File: src/verilog/odc_pkg.sv
// constants for the octal converter command execution block
package odc_pkg;
    localparam int FRAME_BITS = 24;
    localparam int CMD_MSB = 23;
    localparam int CMD_LSB = 20;
    localparam int ADDR_MSB = 19;
    localparam int ADDR_LSB = 16;
    localparam int DATA_MSB = 15;
    localparam int NUM_CH = 8;
    localparam int DATA_W = 16;
    localparam int RB_UNDEF_BITS = 4;
    localparam int LINK_CLK_PERIOD_NS = 400;
    localparam logic [3:0] CMD_NOP = 4'h0;
    localparam logic [3:0] CMD_WR_INPUT = 4'h1;
    localparam logic [3:0] CMD_UPD_OUT = 4'h2;
    localparam logic [3:0] CMD_WR_UPD = 4'h3;
    localparam logic [3:0] CMD_PWRDN = 4'h4;
    localparam logic [3:0] CMD_STB_MASK = 4'h5;
    localparam logic [3:0] CMD_CHAIN = 4'h8;
    localparam logic [3:0] CMD_READBACK = 4'h9;
    localparam logic [3:0] CMD_NOP_CHAIN = 4'hF;
    localparam logic [1:0] PWR_NORMAL = 2'h0;
    localparam logic [1:0] PWR_1K_GND = 2'h1;
    localparam logic [1:0] PWR_HIZ = 2'h3;
    localparam logic CHAIN_RESET = 1'b0;
    localparam logic [4:0] BIT_CNT_RESET = 5'h0;
    localparam logic [4:0] BIT_CNT_MAX = 5'h1F;
    localparam logic [7:0] MASK_RESET = 8'h00;
    localparam logic [15:0] PWR_RESET = 16'h0000;
    localparam logic [15:0] CODE_RESET = 16'h0000;
endpackage : odc_pkg

File: src/verilog/odc_cmd_exec.sv
// serial command execution for an octal voltage-output converter
`timescale 1ns/10ps
`default_nettype none
module odc_cmd_exec import odc_pkg::*; (
    // clock and reset
    input wire logic i_core_clk,
    input wire logic i_rst_n,
    // serial link pins
    input wire logic i_frame_sel_n,
    input wire logic i_sclk,
    input wire logic i_serial_in,
    input wire logic i_output_load_strobe_n,
    // serial output pin
    output logic o_serial_out,
    output logic o_serial_out_oe,
    // channel outputs
    output logic [NUM_CH*DATA_W-1:0] o_out_code,
    output logic [NUM_CH-1:0] o_pwrdn_mode_hi,
    output logic [NUM_CH-1:0] o_pwrdn_mode_lo,
    output logic [NUM_CH-1:0] o_out_hiz,
    output logic [NUM_CH-1:0] o_out_gnd_1k,
    output logic o_chain_enable
);
    typedef enum logic [1:0] {ODC_IDLE, ODC_SHIFT} odc_state_t;

    function automatic logic [NUM_CH-1:0] odc_onehot(input logic [3:0] addr);
        logic [NUM_CH-1:0] v;
        v = '0;
        if (addr < 4'(NUM_CH)) begin
            v[addr[2:0]] = 1'b1;
        end
        return v;
    endfunction : odc_onehot

    logic fs_lvl;
    logic fs_rise;
    logic fs_fall;
    logic sck_rise;
    logic sck_fall;
    logic sdi_lvl;
    logic stb_lvl;
    logic stb_fall;

    odc_sync u_fs (
        .i_core_clk(i_core_clk),
        .i_rst_n(i_rst_n),
        .i_async(i_frame_sel_n),
        .o_level(fs_lvl),
        .o_rise(fs_rise),
        .o_fall(fs_fall)
    );
    odc_sync u_sck (
        .i_core_clk(i_core_clk),
        .i_rst_n(i_rst_n),
        .i_async(i_sclk),
        .o_level(),
        .o_rise(sck_rise),
        .o_fall(sck_fall)
    );
    odc_sync u_sdi (
        .i_core_clk(i_core_clk),
        .i_rst_n(i_rst_n),
        .i_async(i_serial_in),
        .o_level(sdi_lvl),
        .o_rise(),
        .o_fall()
    );
    odc_sync u_stb (
        .i_core_clk(i_core_clk),
        .i_rst_n(i_rst_n),
        .i_async(i_output_load_strobe_n),
        .o_level(stb_lvl),
        .o_rise(),
        .o_fall(stb_fall)
    );

    // link state
    odc_state_t state;
    odc_state_t next_state;
    logic [FRAME_BITS-1:0] shreg;
    logic [FRAME_BITS-1:0] next_shreg;
    logic [4:0] bit_cnt;
    logic [4:0] next_bit_cnt;
    logic overflow;
    logic next_overflow;
    logic serial_out;
    logic next_sdo;
    logic [FRAME_BITS-1:0] rb_shreg;
    logic [FRAME_BITS-1:0] next_rb_shreg;
    logic rb_armed;
    logic next_rb_armed;
    logic rb_active;
    logic next_rb_active;
    logic [3:0] rb_addr;
    logic [3:0] next_rb_addr;
    // register state
    logic [DATA_W-1:0] in_reg [NUM_CH];
    logic [DATA_W-1:0] next_in_reg [NUM_CH];
    logic [DATA_W-1:0] out_reg [NUM_CH];
    logic [DATA_W-1:0] next_out_reg [NUM_CH];
    logic [2*NUM_CH-1:0] pwr;
    logic [2*NUM_CH-1:0] next_pwr;
    logic [NUM_CH-1:0] stb_mask;
    logic [NUM_CH-1:0] next_stb_mask;
    logic chain_en;
    logic next_chain_en;

    logic [3:0] f_cmd;
    logic [3:0] f_addr;
    logic [DATA_W-1:0] f_data;
    logic [NUM_CH-1:0] f_sel;
    logic [DATA_W-1:0] rb_word;

    assign f_cmd = shreg[CMD_MSB:CMD_LSB];
    assign f_addr = shreg[ADDR_MSB:ADDR_LSB];
    assign f_data = shreg[DATA_MSB:0];
    assign f_sel = odc_onehot(f_addr);
    assign rb_word = in_reg[rb_addr[2:0]];

    // serial capture and serial output
    always_comb begin
        next_state = state;
        next_shreg = shreg;
        next_bit_cnt = bit_cnt;
        next_overflow = overflow;
        next_sdo = serial_out;
        next_rb_shreg = rb_shreg;
        next_rb_armed = rb_armed;
        next_rb_active = rb_active;
        next_rb_addr = rb_addr;
        case (state)
            ODC_IDLE: begin
                if (fs_fall) begin
                    next_state = ODC_SHIFT;
                    next_bit_cnt = BIT_CNT_RESET;
                    next_overflow = 1'b0;
                    next_rb_active = rb_armed;
                    next_rb_armed = 1'b0;
                    next_rb_shreg = {{RB_UNDEF_BITS{1'b0}}, rb_word, 4'h0};
                end
            end
            ODC_SHIFT: begin
                if (fs_rise) begin
                    next_state = ODC_IDLE;
                    next_rb_active = 1'b0;
                    if (f_cmd == CMD_READBACK) begin
                        next_rb_armed = 1'b1;
                        next_rb_addr = f_addr;
                    end
                end else begin
                    if (sck_fall) begin
                        next_shreg = {shreg[FRAME_BITS-2:0], sdi_lvl};
                        if (bit_cnt == 5'(FRAME_BITS - 1)) begin
                            next_overflow = 1'b1;
                        end
                        if (bit_cnt != BIT_CNT_MAX) begin
                            next_bit_cnt = bit_cnt + 5'h1;
                        end
                    end
                    if (sck_rise) begin
                        if (rb_active) begin
                            next_sdo = rb_shreg[FRAME_BITS-1];
                            next_rb_shreg = {rb_shreg[FRAME_BITS-2:0], 1'b0};
                        end else if (chain_en && (overflow || bit_cnt != BIT_CNT_RESET)) begin
                            next_sdo = shreg[FRAME_BITS-1];
                        end
                    end
                end
            end
            default: next_state = ODC_IDLE;
        endcase
    end

    always_ff @(posedge i_core_clk) begin
        if (!i_rst_n) begin
            state <= ODC_IDLE;
            shreg <= '0;
            bit_cnt <= BIT_CNT_RESET;
            overflow <= 1'b0;
            serial_out <= 1'b0;
            rb_shreg <= '0;
            rb_armed <= 1'b0;
            rb_active <= 1'b0;
            rb_addr <= 4'h0;
        end else begin
            state <= next_state;
            shreg <= next_shreg;
            bit_cnt <= next_bit_cnt;
            overflow <= next_overflow;
            serial_out <= next_sdo;
            rb_shreg <= next_rb_shreg;
            rb_armed <= next_rb_armed;
            rb_active <= next_rb_active;
            rb_addr <= next_rb_addr;
        end
    end

    // command execution and load strobe
    always_comb begin
        next_in_reg = in_reg;
        next_out_reg = out_reg;
        next_pwr = pwr;
        next_stb_mask = stb_mask;
        next_chain_en = chain_en;
        if (stb_fall) begin
            for (int k = 0; k < NUM_CH; k++) begin
                if (!stb_mask[k]) begin
                    next_out_reg[k] = in_reg[k];
                end
            end
        end
        if (state == ODC_SHIFT && fs_rise) begin
            case (f_cmd)
                CMD_WR_INPUT: begin
                    for (int k = 0; k < NUM_CH; k++) begin
                        if (f_sel[k]) begin
                            next_in_reg[k] = f_data;
                            if (!stb_lvl && !stb_mask[k]) begin
                                next_out_reg[k] = f_data;
                            end
                        end
                    end
                end
                CMD_UPD_OUT: begin
                    for (int k = 0; k < NUM_CH; k++) begin
                        if (f_data[k]) begin
                            next_out_reg[k] = in_reg[k];
                        end
                    end
                end
                CMD_WR_UPD: begin
                    for (int k = 0; k < NUM_CH; k++) begin
                        if (f_sel[k]) begin
                            next_in_reg[k] = f_data;
                            next_out_reg[k] = f_data;
                        end
                    end
                end
                CMD_PWRDN: next_pwr = f_data;
                CMD_STB_MASK: next_stb_mask = f_data[NUM_CH-1:0];
                CMD_CHAIN: next_chain_en = f_data[0];
                CMD_NOP, CMD_NOP_CHAIN: ;
                default: ;
            endcase
        end
    end

    always_ff @(posedge i_core_clk) begin
        if (!i_rst_n) begin
            for (int k = 0; k < NUM_CH; k++) begin
                in_reg[k] <= CODE_RESET;
                out_reg[k] <= CODE_RESET;
            end
            pwr <= PWR_RESET;
            stb_mask <= MASK_RESET;
            chain_en <= CHAIN_RESET;
        end else begin
            in_reg <= next_in_reg;
            out_reg <= next_out_reg;
            pwr <= next_pwr;
            stb_mask <= next_stb_mask;
            chain_en <= next_chain_en;
        end
    end

    // outputs
    always_comb begin
        for (int k = 0; k < NUM_CH; k++) begin
            o_out_code[k*DATA_W +: DATA_W] = out_reg[k];
            o_pwrdn_mode_hi[k] = pwr[2*k+1];
            o_pwrdn_mode_lo[k] = pwr[2*k];
            o_out_hiz[k] = (pwr[2*k+1 -: 2] == PWR_HIZ);
            o_out_gnd_1k[k] = (pwr[2*k+1 -: 2] == PWR_1K_GND);
        end
    end

    assign o_serial_out = serial_out;
    assign o_serial_out_oe = (chain_en || rb_active) && !fs_lvl;
    assign o_chain_enable = chain_en;
endmodule : odc_cmd_exec
`default_nettype wire

File: src/verilog/odc_sync.sv
// two flip-flop synchroniser with edge outputs
`timescale 1ns/10ps
`default_nettype none
module odc_sync (
    // clock and reset
    input wire logic i_core_clk,
    input wire logic i_rst_n,
    // asynchronous level in
    input wire logic i_async,
    // synchronised level and edges
    output logic o_level,
    output logic o_rise,
    output logic o_fall
);
    logic meta;
    logic stage;
    logic prev;
    logic next_meta;
    logic next_stage;
    logic next_prev;

    always_comb begin
        next_meta = i_async;
        next_stage = meta;
        next_prev = stage;
    end

    always_ff @(posedge i_core_clk) begin
        if (!i_rst_n) begin
            meta <= 1'b1;
            stage <= 1'b1;
            prev <= 1'b1;
        end else begin
            meta <= next_meta;
            stage <= next_stage;
            prev <= next_prev;
        end
    end

    assign o_level = stage;
    assign o_rise = stage & ~prev;
    assign o_fall = ~stage & prev;
endmodule : odc_sync
`default_nettype wire

File: config.mk
export PLATFORM = sky130hd
export DESIGN_NAME = odc_cmd_exec
export DESIGN_NICKNAME = d
export VERILOG_FILES = /design/src/verilog/odc_pkg.sv /design/src/verilog/odc_cmd_exec.sv /design/src/verilog/odc_sync.sv
export SDC_FILE = /design/constraint.sdc
export NUM_CORES = 1
export LEC_CHECK = 0
export BUFFER_PORTS_ARGS = -buffer_cell sky130_fd_sc_hd__buf_2
export CAP_MARGIN = 20
export CORE_MARGIN = 1.5
export CORE_UTILIZATION = 40
export DETAILED_ROUTE_END_ITERATION = 10
export GPL_TIMING_DRIVEN = 0
export HOLD_SLACK_MARGIN = 0.05
export REMOVE_ABC_BUFFERS = 1
export SKIP_CTS_REPAIR_TIMING = 1
export SLEW_MARGIN = 20
export SYNTH_ARGS = -nofsm -noshare
export SYNTH_HDL_FRONTEND = slang
export SYNTH_HIERARCHICAL = 1
export SYNTH_SLANG_ARGS = --single-unit
File: constraint.sdc
create_clock -name i_core_clk -period 2.85 [get_ports i_core_clk]
set_input_delay 0.855 -clock i_core_clk [delete_from_list [all_inputs] [get_ports i_core_clk]]
set_output_delay 0.855 -clock i_core_clk [all_outputs]
set_load 0.1 [all_outputs]
# Word-level counts from Yosys, hierarchy flattened

Index checks and enable logic that the tools add are counted.

Add/sub/neg operators: 1
Magnitude comparators: 4
Equality and inequality tests: 35
Muxes and demuxes: 75
Bitwise logic cells: 12
Reduce and logical (&&, ||, !) cells: 49

Operator list:

| kind                                                            | count |
|---|---|
| 16-bit 2-to-1 mux                                               | 42 |
| 128-bit one-hot mux with 3 select lines                         | 1 |
| 128-bit 2-to-1 mux                                              | 2 |
| 24-bit 2-to-1 mux                                               | 4 |
| 16-bit binary-select mux with 3-bit select                      | 1 |
| 24-bit one-hot mux with 2 select lines                          | 1 |
| 3-bit AND reduction                                             | 11 |
| 5-bit 2-to-1 mux                                                | 4 |
| 2-bit by 1-bit == test with 1-bit output, second input constant | 9 |
| 2-bit != test, second input constant                            | 9 |
| 2-bit == test, second input constant                            | 8 |
| 5-bit AND reduction                                             | 3 |
| 1-bit logical AND                                               | 12 |
| 1-bit 2-to-1 mux                                                | 11 |
| 1-bit zero test                                                 | 10 |
| 5-bit one-hot mux with 2 select lines                           | 1 |
| 4-bit by 2-bit == test with 1-bit output, second input constant | 2 |
| 4-bit by 3-bit == test with 1-bit output, second input constant | 2 |
| 4-bit == test, second input constant                            | 2 |
| 8-bit 2-to-1 mux                                                | 1 |
| 2-bit AND reduction                                             | 4 |
| 4-bit AND reduction                                             | 2 |
| 1-bit NOT                                                       | 6 |
| 1-bit one-hot mux with 2 select lines                           | 3 |
| other kinds (18)                                                | 25 |

Bits in registers: 354
Bits of input ports: 6

# Depth between registers and ports, before layout

Gate-level depths: netlist (run 1).

Word-level depth: 8
Depth in mapped cells: 8

# Modules after synthesis

Netlist (run 1), hierarchy kept.

Modules (own cells, without submodules):

| module       | times used | cells an instance | area an instance (µm²) | seq. area each (µm²) |
|---|---|---|---|---|
| odc_cmd_exec | 1          | 1,600             | 15,478.6               | 6,766.5 |
| odc_sync     | 4          | 8                 | 91.3                   | 60.1 |

# Worst setup path after synthesis (run 1)

No wires, ideal clock.

Kind: reg-to-output
From: register pwr[14]
To: output o_out_gnd_1k[7]
Arrival: 2.401 ns
Data required time: 1.995 ns
Path slack: -0.406 ns
Cell stages (with the launch flop): 2
Path buffers: 0
Cell sequence: dfxtp_1 nor2b_1

Word-level cells in the longest chain between the ends: 1

RTL lines:

| item                                     | RTL line            | RTL |
|---|---|---|
| start: declaration                       | odc_cmd_exec.sv:101 | `logic [2*NUM_CH-1:0] pwr;` |
| start signal: assignment                 | odc_cmd_exec.sv:260 | `pwr <= next_pwr;` |
| 2-bit by 1-bit == test with 1-bit output | odc_cmd_exec.sv:273 | `o_out_gnd_1k[k] = (pwr[2*k+1 -: 2] == PWR_1K_GND);` |
| end: declaration                         | odc_cmd_exec.sv:21  | `output logic [NUM_CH-1:0] o_out_gnd_1k,` |

Every way passes these cells.

# Final worst setup path (run 1)

From: register shreg[20]
To: register out_reg (netlist bit o_out_code[2])

Word-level cells in the longest chain between the ends: 3
Elaborated cells between the ends (all ways): 5

RTL lines:

| item                                                                                                 | RTL line            | RTL |
|---|---|---|
| start: declaration                                                                                   | odc_cmd_exec.sv:80  | `logic [FRAME_BITS-1:0] shreg;` |
| start signal: assignment                                                                             | odc_cmd_exec.sv:187 | `shreg <= next_shreg;` |
| 4-bit by 2-bit == test with 1-bit output or 4-bit by 1-bit == test with 1-bit output (tied branches) | odc_cmd_exec.sv:213 | `case (f_cmd)` |
| 128-bit one-hot mux with 3 select lines *                                                            | odc_cmd_exec.sv:213 |  |
| 128-bit 2-to-1 mux *                                                                                 | odc_cmd_exec.sv:212 | `if (state == ODC_SHIFT && fs_rise) begin` |
| end signal: assignment                                                                               | odc_cmd_exec.sv:259 | `out_reg <= next_out_reg;` |
| end: declaration                                                                                     | odc_cmd_exec.sv:99  | `logic [DATA_W-1:0] out_reg [NUM_CH];` |

Every way passes the cells marked *; elsewhere a longest branch is shown, timed or not.
A chain may end at the register's enable or synchronous reset.

==> key figures, run 1 <==
Outcome
  • Outcome: complete, no violations

STA
  • Minimum clock period: 2.65 ns
  • Worst-case clock skew: about 0.023 ns
  • Slew margin rel.: a little over a fifth
  • Tcrit/Tclk final: approximately 93%
  • Max Slew Vio Count: 0
  • Final setup viols: 0
  • RSZ-0062 raised after global routing: no
  • Max Freq: 378 MHz
  • Least-Margin Pin Slew: approximately 1.2 ns
  • Hold Violations, Final: 0
  • TNS Setup: 0 ns

Floorplan
  • Initial Util: just over 40%
  • Top Ports: ~170
  • Core area: between 30,000 and 40,000 um2
  • Die Y: around 200 um
  • Die area: between 40,000 and 50,000 um2
  • Cell Rows: 72
  • Die width: 202 um

Route
  • DRT Pass-1 Iters: 6
  • Routed wire length: around 55 mm
  • Avg WL per Cell: roughly 25 um
  • DRC: 0
  • DR vias/cell: about 6.1
  • Antenna Violating Nets Remaining: 0
  • Initial detailed-routing violation count: between 1,000 and 1,500
  • Via count: between 10,000 and 15,000

Setup path
  • Required time of the critical path: around 3.3 ns
  • Reg2reg start: shreg[20]$_SDFFE_PN0P_
  • Crit-path slowest cell: nor3b_2
  • Critical path class: flop to flop
  • Data arrival time of the worst path: 3.10 ns
  • Setup crit end kind: flop
  • R2r setup slk: about 0.20 ns
  • Cell depth of the worst flop-to-flop path: 4
  • Worst-path fanout max: 32
  • Worst Setup SP: shreg[20]$_SDFFE_PN0P_
  • Crit-path max cell delay: a little over 0.7 ns
  • Crit start category: flop
  • CP cell instances: nor3b_2, nand4_1, o2bb2a_1, o21ai_0
  • RR Endpoint: o_out_code[2]$_SDFF_PN0_

Finish
  • End-of-flow core utilization: a little under half
  • Most common cell after layout, fill and taps aside: dfxtp_1
  • Nets: roughly 1,700
  • Most frequent cells in the layout: dfxtp_1 (344), mux2i_1 (237), buf_2 (167), o22ai_1 (121), a22oi_1 (120)
  • Fraction of layout cells with a size suffix above 1: around a fifth
  • Area growth syn-to-layout: 15.6%

Power
  • Power Density: roughly 560 nW/um2
  • Pwr Total: just over 10,000 uW
  • Max rail drop VDD: between 0.0003 and 0.0004 V
  • Pleak: between 0.007 and 0.008 uW

Placed design
  • Input/output buffers: between 150 and 200
  • Routability cong.: roughly 0.84
  • Final HPWL DP: 36.0 mm

Clock network
  • CTS tree: built
  • Worst-Skew Late Latency: 0.55 ns
  • Reg clk slew, reported paths: about 0.060 ns
  • CTS Buf Count: 38
  • CTS Buffer Depth: 3
  • CTS sink count: around 350
  • Root buf cell: clkbuf_16
  • H-tree level count: 2

Min path
  • WHS Endpoint: u_stb/o_level$_SDFF_PN1_
  • Worst Hold Class: flop to flop
  • Worst Hold Depth: 1
  • Worst hold path startpoint: u_stb/meta$_SDFF_PN1_

Job
  • Max-cap violation count: 0

Synth
  • Mapped Cells: roughly 1,600
  • Mapped cell area: ~16,000 um2
  • Mean Syn Cell Area: between 9 and 10 um2
  • Synthesis Warnings: 6

Global route
  • First-pass GRT wire length: around 80 mm
  • Number of global-route vias before repair: 12,809
  • Largest net degree at the start of global routing: between 100 and 150
  • Global router's overall resource usage: between 20% and 30%
  • Initial antenna violation count: 0
  • Grt ovf: 0
## report_power, final
part	internal, uW	total [uW]	switching, uW
sequential	4880	4900	13.0
combinational	91.5	318	227
clock	2960	5050	2090
## through the flow
stage                     worst slack [ns]  std cells  instance area, um2  hold slack (ns)
after floorplan                     -0.490       1442               15000            0.386
after global placement               -4.82       2128               16500            0.395
after detailed placement             -1.08       2152               16900            0.398
after CTS                            -1.11       2221               18100            0.411
after global routing                0.0619       2227               18300            0.427
final                                0.202       2228               18300            0.410
## worst max path at each step
stage | end | cells past startpoint
floorplan | o_out_code[0]$_SDFF_PN0_ | 4
global placement | o_out_code[8]$_SDFF_PN0_ | 4
detailed placement | o_out_code[120]$_SDFF_PN0_ | 4
CTS | o_out_code[3]$_SDFF_PN0_ | 3
global route | rb_shreg[19]$_SDFFE_PN0P_ | 4
finish | o_out_code[2]$_SDFF_PN0_ | 4
## per-layer routing
metal  GRT usage [%]  vias up  share of wire, %
met5               0        -                 0
li1                -     6132                 -
met2            42.2      695                46
met3            5.86      134               8.4
met4            11.0        0               4.2
met1            33.9     6637                42
## final cells by class
| class | instances | area (um2) |
|---|---|---|
| Fill cell | 3661 | 20600 |
| Inverter | 3 | 18.8 |
| Multi-Input combinational cell | 1090 | 8090 |
| Tap cell | 518 | 648 |
| Clock inverter | 16 | 173 |
| Antenna cell | 1 | 2.50 |
| Clock buffer | 53 | 1090 |
| Sequential cell | 349 | 7000 |
| Timing Repair Buffer | 198 | 1240 |
## critical path, delay by kind of cell, from the launching register on
kind            cells  cell delay [ns]
compound gates      2             0.53
simple gates        2             1.36
flops               1             0.67
(Power assumes the default switching activity.)
==> run 2, diff against run 1 <==
==> constraint.sdc (replaced) <==
create_clock -name i_core_clk -period 3.2 [get_ports i_core_clk]
set_input_delay 0.96 -clock i_core_clk [delete_from_list [all_inputs] [get_ports i_core_clk]]
set_output_delay 0.96 -clock i_core_clk [all_outputs]
set_load 0.01 [all_outputs]
==> run 2 against run 1 <==
Net effect:
- power fell by 11%
- cell count barely moved
- worst hold slack improved by 0.0068 ns
- routed wire length barely moved
- critical path depth rose by 1
- non-clock buffer count did not move
- highest routed layer unchanged
- critical endpoint is now o_out_code[63]$_SDFF_PN0_
- global-route usage did not move
==> key figures, run 2 (same netlist as run 1, synthesis figures left out) <==
Clock network
  • CTS Buffer Depth: 3 (unchanged)
  • Worst-Skew Late Latency: 0.55 ns (about the same)
  • H-tree level count: 2 (unchanged)
  • Root buf cell: clkbuf_16 (unchanged)
  • CTS tree: built (unchanged)
  • CTS sink count: 349 (unchanged)
  • CTS Buf Count: 38 (unchanged)
  • Reg clk slew, reported paths: 0.06 ns (about the same)

Power
  • Max rail drop VDD: 0.000324 V (was 0.000367 V)
  • Power Density: 501 nW/um2 (was 562 nW/um2)
  • Pleak: 0.00776 uW (about the same)
  • Pwr Total: 9130 uW (was 10,300 uW)

Setup path
  • Required time of the critical path: 3.66 ns (was 3.31 ns)
  • Worst-path fanout max: 29 (was 32)
  • Data arrival time of the worst path: 3.60 ns (was 3.10 ns)
  • Worst path buffer plus inverter count: 0 (unchanged)
  • Crit-path max cell delay: 0.92 ns (was 0.71 ns)
  • Setup crit end kind: flop (unchanged)
  • Crit start category: flop (unchanged)
  • Delay-heaviest family, CP: simple AND/OR/NAND/NOR gates (unchanged)
  • Crit-path slowest cell: and4bb_2 (was nor3b_2)
  • Critical path class: flop to flop (unchanged)
  • CP cell instances: nor2b_1, and4bb_2, and3_2, a22oi_1, o22ai_1 (was nor3b_2, nand4_1, o2bb2a_1, o21ai_0)

Route
  • DRC: 0 (unchanged)
  • Antenna Violating Nets Remaining: 0 (unchanged)
  • Via count: 13,560 (was 13,598)
  • Routed wire length: 55.0 mm (about the same)
  • DR vias/cell: 6.09 (was 6.10)
  • DRT Pass-1 Iters: 5 (was 6)
  • Initial detailed-routing violation count: 1,305 (was 1,408)
  • Avg WL per Cell: 24.7 um (about the same)

STA
  • Slew margin rel.: 20.9% (was 20.8%)
  • Final setup viols: 0 (unchanged)
  • Max Slew Vio Count: 0 (unchanged)
  • Minimum clock period: 3.15 ns (was 2.65 ns)
  • Worst-case clock skew: 0.0237 ns (was 0.0229 ns)
  • Hold Violations, Final: 0 (unchanged)
  • RSZ-0062 raised after global routing: yes (was no)
  • Least-Margin Pin Slew: 1.19 ns (about the same)
  • Tcrit/Tclk final: 98.3% (was 92.9%)
  • Max Freq: 318 MHz (was 378 MHz)

Global route
  • Largest net degree at the start of global routing: 126 (unchanged)
  • Initial antenna violation count: 0 (unchanged)
  • Grt ovf: 0 (unchanged)
  • First-pass GRT wire length: 81.0 mm (unchanged)
  • Global router's overall resource usage: 26.2% (unchanged)
  • Number of global-route vias before repair: 12,809 (unchanged)

Placed design
  • Routability cong.: 0.843 (unchanged)
  • Input/output buffers: 168 (unchanged)
  • Placed Cells: 2,152 (unchanged)
  • Final HPWL DP: 36.0 mm (unchanged)

Floorplan
  • Die width: 202 um (unchanged)
  • Core area: 38,800 um2 (unchanged)
  • Initial Util: 40.7% (unchanged)
  • Die area: 40,700 um2 (unchanged)
  • Cell Rows: 72 (unchanged)
  • Top Ports: 169 (unchanged)
  • Die Y: 202 um (unchanged)

Finish
  • Most frequent cells in the layout: dfxtp_1 (344), mux2i_1 (237), buf_2 (167), o22ai_1 (121), a22oi_1 (120) (unchanged)
  • Most common cell after layout, fill and taps aside: dfxtp_1 (unchanged)
  • Filler Cell Count: 3,656 (was 3,661)
  • Nets: 1,689 (unchanged)
  • # diodes: 0 (was 1)
  • End-of-flow core utilization: 47.0% (about the same)
  • Area growth syn-to-layout: 15.5% (was 15.6%)
  • Final Non-Filler Cells: 2,227 (was 2,228)
  • Fraction of layout cells with a size suffix above 1: 19.5% (about the same)

Job
  • Max-cap violation count: 0 (unchanged)

Min path
  • Worst Hold Class: flop to flop (unchanged)

Outcome
  • Outcome: complete, no violations (unchanged)
[run 2: area by class of cell]
type | count | area [um2] | share of cell area [%]
multi-input cells | 1090 | 8080 | 44.3
flip-flops and latches | 349 | 7000 | 38.3
repair buffers | 198 | 1240 | 6.80
clock buffers | 53 | 1090 | 5.97
well taps | 518 | 648 | 3.55
clock inverters | 16 | 173 | 0.946
inverters | 3 | 18.8 | 0.103
[run 2: worst register-to-register path, cell delays in order (launching register included)]
cell and delay (ns):
dfxtp_1 0.37, nor2b_1 0.63, and4bb_2 0.93, and3_2 0.76
a22oi_1 0.19, o22ai_1 0.19
[run 2: worst paths after layout]
| kind | cells after the start | startpoint | end | slack (ns) |
|---|---|---|---|---|
| worst max-delay path | 5 | u_fs/o_level$_SDFF_PN1_ | o_out_code[63]$_SDFF_PN0_ | 0.05 |
| worst min-delay path | 1 | u_sck/meta$_SDFF_PN1_ | u_sck/o_level$_SDFF_PN1_ | 0.42 |
| worst max register to register | 5 | u_fs/o_level$_SDFF_PN1_ | o_out_code[63]$_SDFF_PN0_ | 0.05 |
| worst min register to register | 1 | u_sck/meta$_SDFF_PN1_ | u_sck/o_level$_SDFF_PN1_ | 0.42 |
[run 2: power by group]
group,switching (uW),internal [uW]
combinational,203,81.3
sequential,11.3,4350
clock,1850,2630
[run 2: layer usage]
layer | up-vias | track usage [%] | wire length, um
met5 | - | 0 | 0
met3 | 126 | 5.86 | 4640
li1 | 6132 | - | -
met2 | 636 | 42.2 | 25200
met1 | 6666 | 33.9 | 23000
met4 | 0 | 11.0 | 2210
[run 2: metrics by stage]
step	instance area, um2	hold WS (ns)	setup TNS [ns]	setup slack, ns
2_1_floorplan	15000	0.386	-2.64	-0.245
3_3_place_gp	16500	0.395	-1013.41	-4.57
3_5_place_dp	16900	0.398	-63.46	-0.730
4_1_cts	18100	0.411	-64.30	-0.761
5_1_grt	18200	0.427	-0.0878	-0.0357
6_report	18200	0.417	0	0.0538
==> run 3, diff against run 2 <==
--- a/config.mk
+++ b/config.mk
@@ -5,13 +5,18 @@
 export SDC_FILE = /design/constraint.sdc
 export NUM_CORES = 1
 export LEC_CHECK = 0
+export ABC_AREA = 1
 export BUFFER_PORTS_ARGS = -buffer_cell sky130_fd_sc_hd__buf_2
 export CAP_MARGIN = 20
+export CELL_PAD_IN_SITES_DETAIL_PLACEMENT = 2
+export CELL_PAD_IN_SITES_GLOBAL_PLACEMENT = 2
 export CORE_MARGIN = 1.5
-export CORE_UTILIZATION = 40
+export CORE_UTILIZATION = 35
 export DETAILED_ROUTE_END_ITERATION = 10
 export GPL_TIMING_DRIVEN = 0
 export HOLD_SLACK_MARGIN = 0.05
+export MAX_ROUTING_LAYER = met4
+export PLACE_DENSITY_LB_ADDON = 0.1
 export REMOVE_ABC_BUFFERS = 1
 export SKIP_CTS_REPAIR_TIMING = 1
 export SLEW_MARGIN = 20
==> run 3 against run 2 <==
Net effect:
- fmax grew 4.8%
- critical path depth rose by 6
- utilization down 5.7 points
- register-to-register slack improved by 0.14 ns
- power up 11%
- sequential cell count unchanged
- global-route usage increased by 6.5 points
- sequential share of layout area fell by 2.9 points
- cell count grew 47%
- via count increased by 35%
- largest cell class unchanged
- highest routed layer unchanged
==> key figures, run 3 <==
Outcome
  • Outcome: complete, no violations (unchanged)

Finish
  • Multi-input logic area: 8670 um2 (was 8080 um2)
  • Filler Cell Count: 5,753 (was 3,656)
  • Nets: 2,641 (was 1,689)
  • Final Non-Filler Cells: 3,280 (was 2,227)
  • Fraction of layout cells with a size suffix above 1: 12.6% (was 19.5%)
  • Area growth syn-to-layout: 16.2% (was 15.5%)
  • # diodes: 0 (unchanged)
  • Sequential cell area: 6990 um2 (was 7000 um2)
  • Most common cell after layout, fill and taps aside: nand2_1 (was dfxtp_1)
  • Most frequent cells in the layout: nand2_1 (669), dfxtp_1 (347), nor2_1 (337), a21oi_1 (307), o21ai_0 (274) (was dfxtp_1 (344), mux2i_1 (237), buf_2 (167), o22ai_1 (121), a22oi_1 (120))

Setup path
  • R2r setup slk: 0.20 ns (was 0.05 ns)
  • RR Endpoint: o_out_code[92]$_SDFF_PN0_ (was o_out_code[63]$_SDFF_PN0_)
  • Crit start category: flop (unchanged)
  • Cell depth of the worst flop-to-flop path: 11 (was 5)
  • Reg2reg start: u_fs/o_level$_SDFF_PN1_ (unchanged)
  • Setup crit end: o_out_code[92]$_SDFF_PN0_ (was o_out_code[63]$_SDFF_PN0_)
  • Worst-path fanout max: 14 (was 29)
  • Data arrival time of the worst path: 3.51 ns (was 3.60 ns)
  • Setup crit end kind: flop (unchanged)
  • Required time of the critical path: 3.71 ns (was 3.66 ns)
  • Critical path class: flop to flop (unchanged)
  • Worst Setup SP: u_fs/o_level$_SDFF_PN1_ (unchanged)

Global route
  • GR peak layer: met2 (unchanged)
  • Met3 Usage GRT: 3.31% (was 5.86%)
  • Global router's overall resource usage: 32.8% (was 26.2%)
  • Initial antenna violation count: 0 (unchanged)
  • First-pass GRT wire length: 120 mm (was 81.0 mm)
  • Grt ovf: 0 (unchanged)
  • M1 GR Usage: 40.0% (was 33.9%)
  • Largest net degree at the start of global routing: 113 (was 126)
  • Met2 Usage GRT: 55.5% (was 42.2%)
  • Number of global-route vias before repair: 18,784 (was 12,809)

Floorplan
  • Cell Rows: 80 (was 72)
  • Die Y: 223 um (was 202 um)
  • Initial Util: 35.5% (was 40.7%)
  • Core area: 47,800 um2 (was 38,800 um2)
  • Die area: 49,900 um2 (was 40,700 um2)
  • Top Ports: 169 (unchanged)
  • Die width: 223 um (was 202 um)

Power
  • Pleak: 0.00850 uW (was 0.00776 uW)
  • Switching Fraction: 24.1% (was 22.7%)
  • P_int: 7700 uW (was 7060 uW)
  • Max rail drop VDD: 0.000270 V (was 0.000324 V)
  • Power Density: 514 nW/um2 (was 501 nW/um2)
  • Share of total power in the clock network: 52.3% (was 49.1%)
  • Flop pwr share: 43.6% (was 47.7%)
  • Comb power frac: 4.2% (was 3.1%)
  • Net switching power: 2440 uW (was 2070 uW)
  • Pwr Total: 10,100 uW (was 9130 uW)

Placed design
  • Routability cong.: 0.911 (was 0.843)
  • Final HPWL DP: 52.9 mm (was 36.0 mm)
  • Input/output buffers: 168 (unchanged)
  • Placed Cells: 3,200 (was 2,152)
  • Pre-CTS setup slack: -0.689 ns (was -0.730 ns)

Clock network
  • Worst-Skew Late Latency: 0.59 ns (was 0.55 ns)
  • CTS Buf Count: 44 (was 38)
  • CTS tree: built (unchanged)
  • H-tree level count: 2 (unchanged)
  • Reg clk slew, reported paths: 0.06 ns (about the same)
  • CTS sink count: 349 (unchanged)
  • Root buf cell: clkbuf_16 (unchanged)
  • CTS Buffer Depth: 3 (unchanged)

STA
  • Final hold slack: 0.407 ns (was 0.417 ns)
  • Worst-case clock skew: 0.0202 ns (was 0.0237 ns)
  • Least-Margin Pin Slew: 1.12 ns (was 1.19 ns)
  • Minimum clock period: 3.00 ns (was 3.15 ns)
  • RSZ-0062 raised after global routing: no (was yes)
  • Slew margin rel.: 25.1% (was 20.9%)
  • Hold Violations, Final: 0 (unchanged)
  • Final setup viols: 0 (unchanged)
  • Max Slew Vio Count: 0 (unchanged)
  • Max Freq: 333 MHz (was 318 MHz)
  • Setup ws final: 0.198 ns (was 0.0538 ns)
  • Tcrit/Tclk final: 93.8% (was 98.3%)

Route
  • Avg WL per Cell: 24.4 um (was 24.7 um)
  • Via count: 18,285 (was 13,560)
  • Initial detailed-routing violation count: 1,110 (was 1,305)
  • DR vias/cell: 5.57 (was 6.09)
  • Antenna Violating Nets Remaining: 0 (unchanged)
  • DRT Pass-1 Iters: 5 (unchanged)
  • Routed wire length: 80.1 mm (was 55.0 mm)
  • DRC: 0 (unchanged)

Synth
  • Mapped Cells: 2,555 (was 1,627)
  • Synthesis Warnings: 6 (unchanged)
  • Mapped cell area: 17,000 um2 (was 15,800 um2)
  • Mean Syn Cell Area: 6.65 um2 (was 9.71 um2)

Min path
  • Worst hold path startpoint: u_sdi/meta$_SDFF_PN1_ (was u_sck/meta$_SDFF_PN1_)
  • Worst Hold Class: flop to flop (unchanged)

Job
  • Max-cap violation count: 0 (unchanged)
[run 3: final cells by class]
cell class	instances	share of cell area, %
timing repair buffer	180	5.37
multi-input combinational	1862	43.9
clock buffer	66	6.76
tap	615	3.90
sequential	349	35.4
clock inverter	13	0.862
inverter	195	3.77
[run 3: worst min-delay path by stage]
stage	to	cells after the start
after detailed placement	u_sdi/o_level$_SDFF_PN1_	2
after global placement	u_sdi/o_level$_SDFF_PN1_	2
after CTS	u_sdi/o_level$_SDFF_PN1_	2
final	u_sdi/o_level$_SDFF_PN1_	2
after global routing	u_stb/o_level$_SDFF_PN1_	2
after floorplan	u_fs/o_level$_SDFF_PN1_	2
[run 3: critical path: stages, from the launching register on]
cell and delay [ns]:
dfxtp_1 0.35, inv_1 0.08, nor2_1 0.26, nand2_4 0.22, inv_1 0.20, nand3_2 0.41, buf_12 0.36, nor2_4 0.57
nand2_1 0.17, nand2_1 0.13, nor2_1 0.05, nor2_1 0.09
[run 3: layer usage]
layer	wire (um)	up-vias	share of wire, %
met5	0	-	0
met4	3200	0	4.0
met3	3560	154	4.4
met2	39100	478	49
met1	34200	9229	43
li1	-	8424	-
[run 3: through the flow]
| step | TNS, ns | util, % | area [um2] |
|---|---|---|---|
| after floorplan | 0 | - | 16300 |
| after global placement | -709.70 | 37.5 | 17900 |
| after detailed placement | -24.58 | 38.0 | 18200 |
| after CTS | -28.74 | 41.1 | 19700 |
| after global routing | 0 | 41.3 | 19700 |
| final | 0 | 41.3 | 19700 |
[run 3: power by group through the flow]
| stage | combinational, uW | clock [uW] | sequential (uW) |
|---|---|---|---|
| final | 423 | 5300 | 4420 |
| after global routing | 470 | 5510 | 4420 |
| after CTS | 425 | 5360 | 4420 |
| after detailed placement | 417 | 0 | 4520 |
| after global placement | 391 | 0 | 4510 |
| after floorplan | 228 | 0 | 4520 |
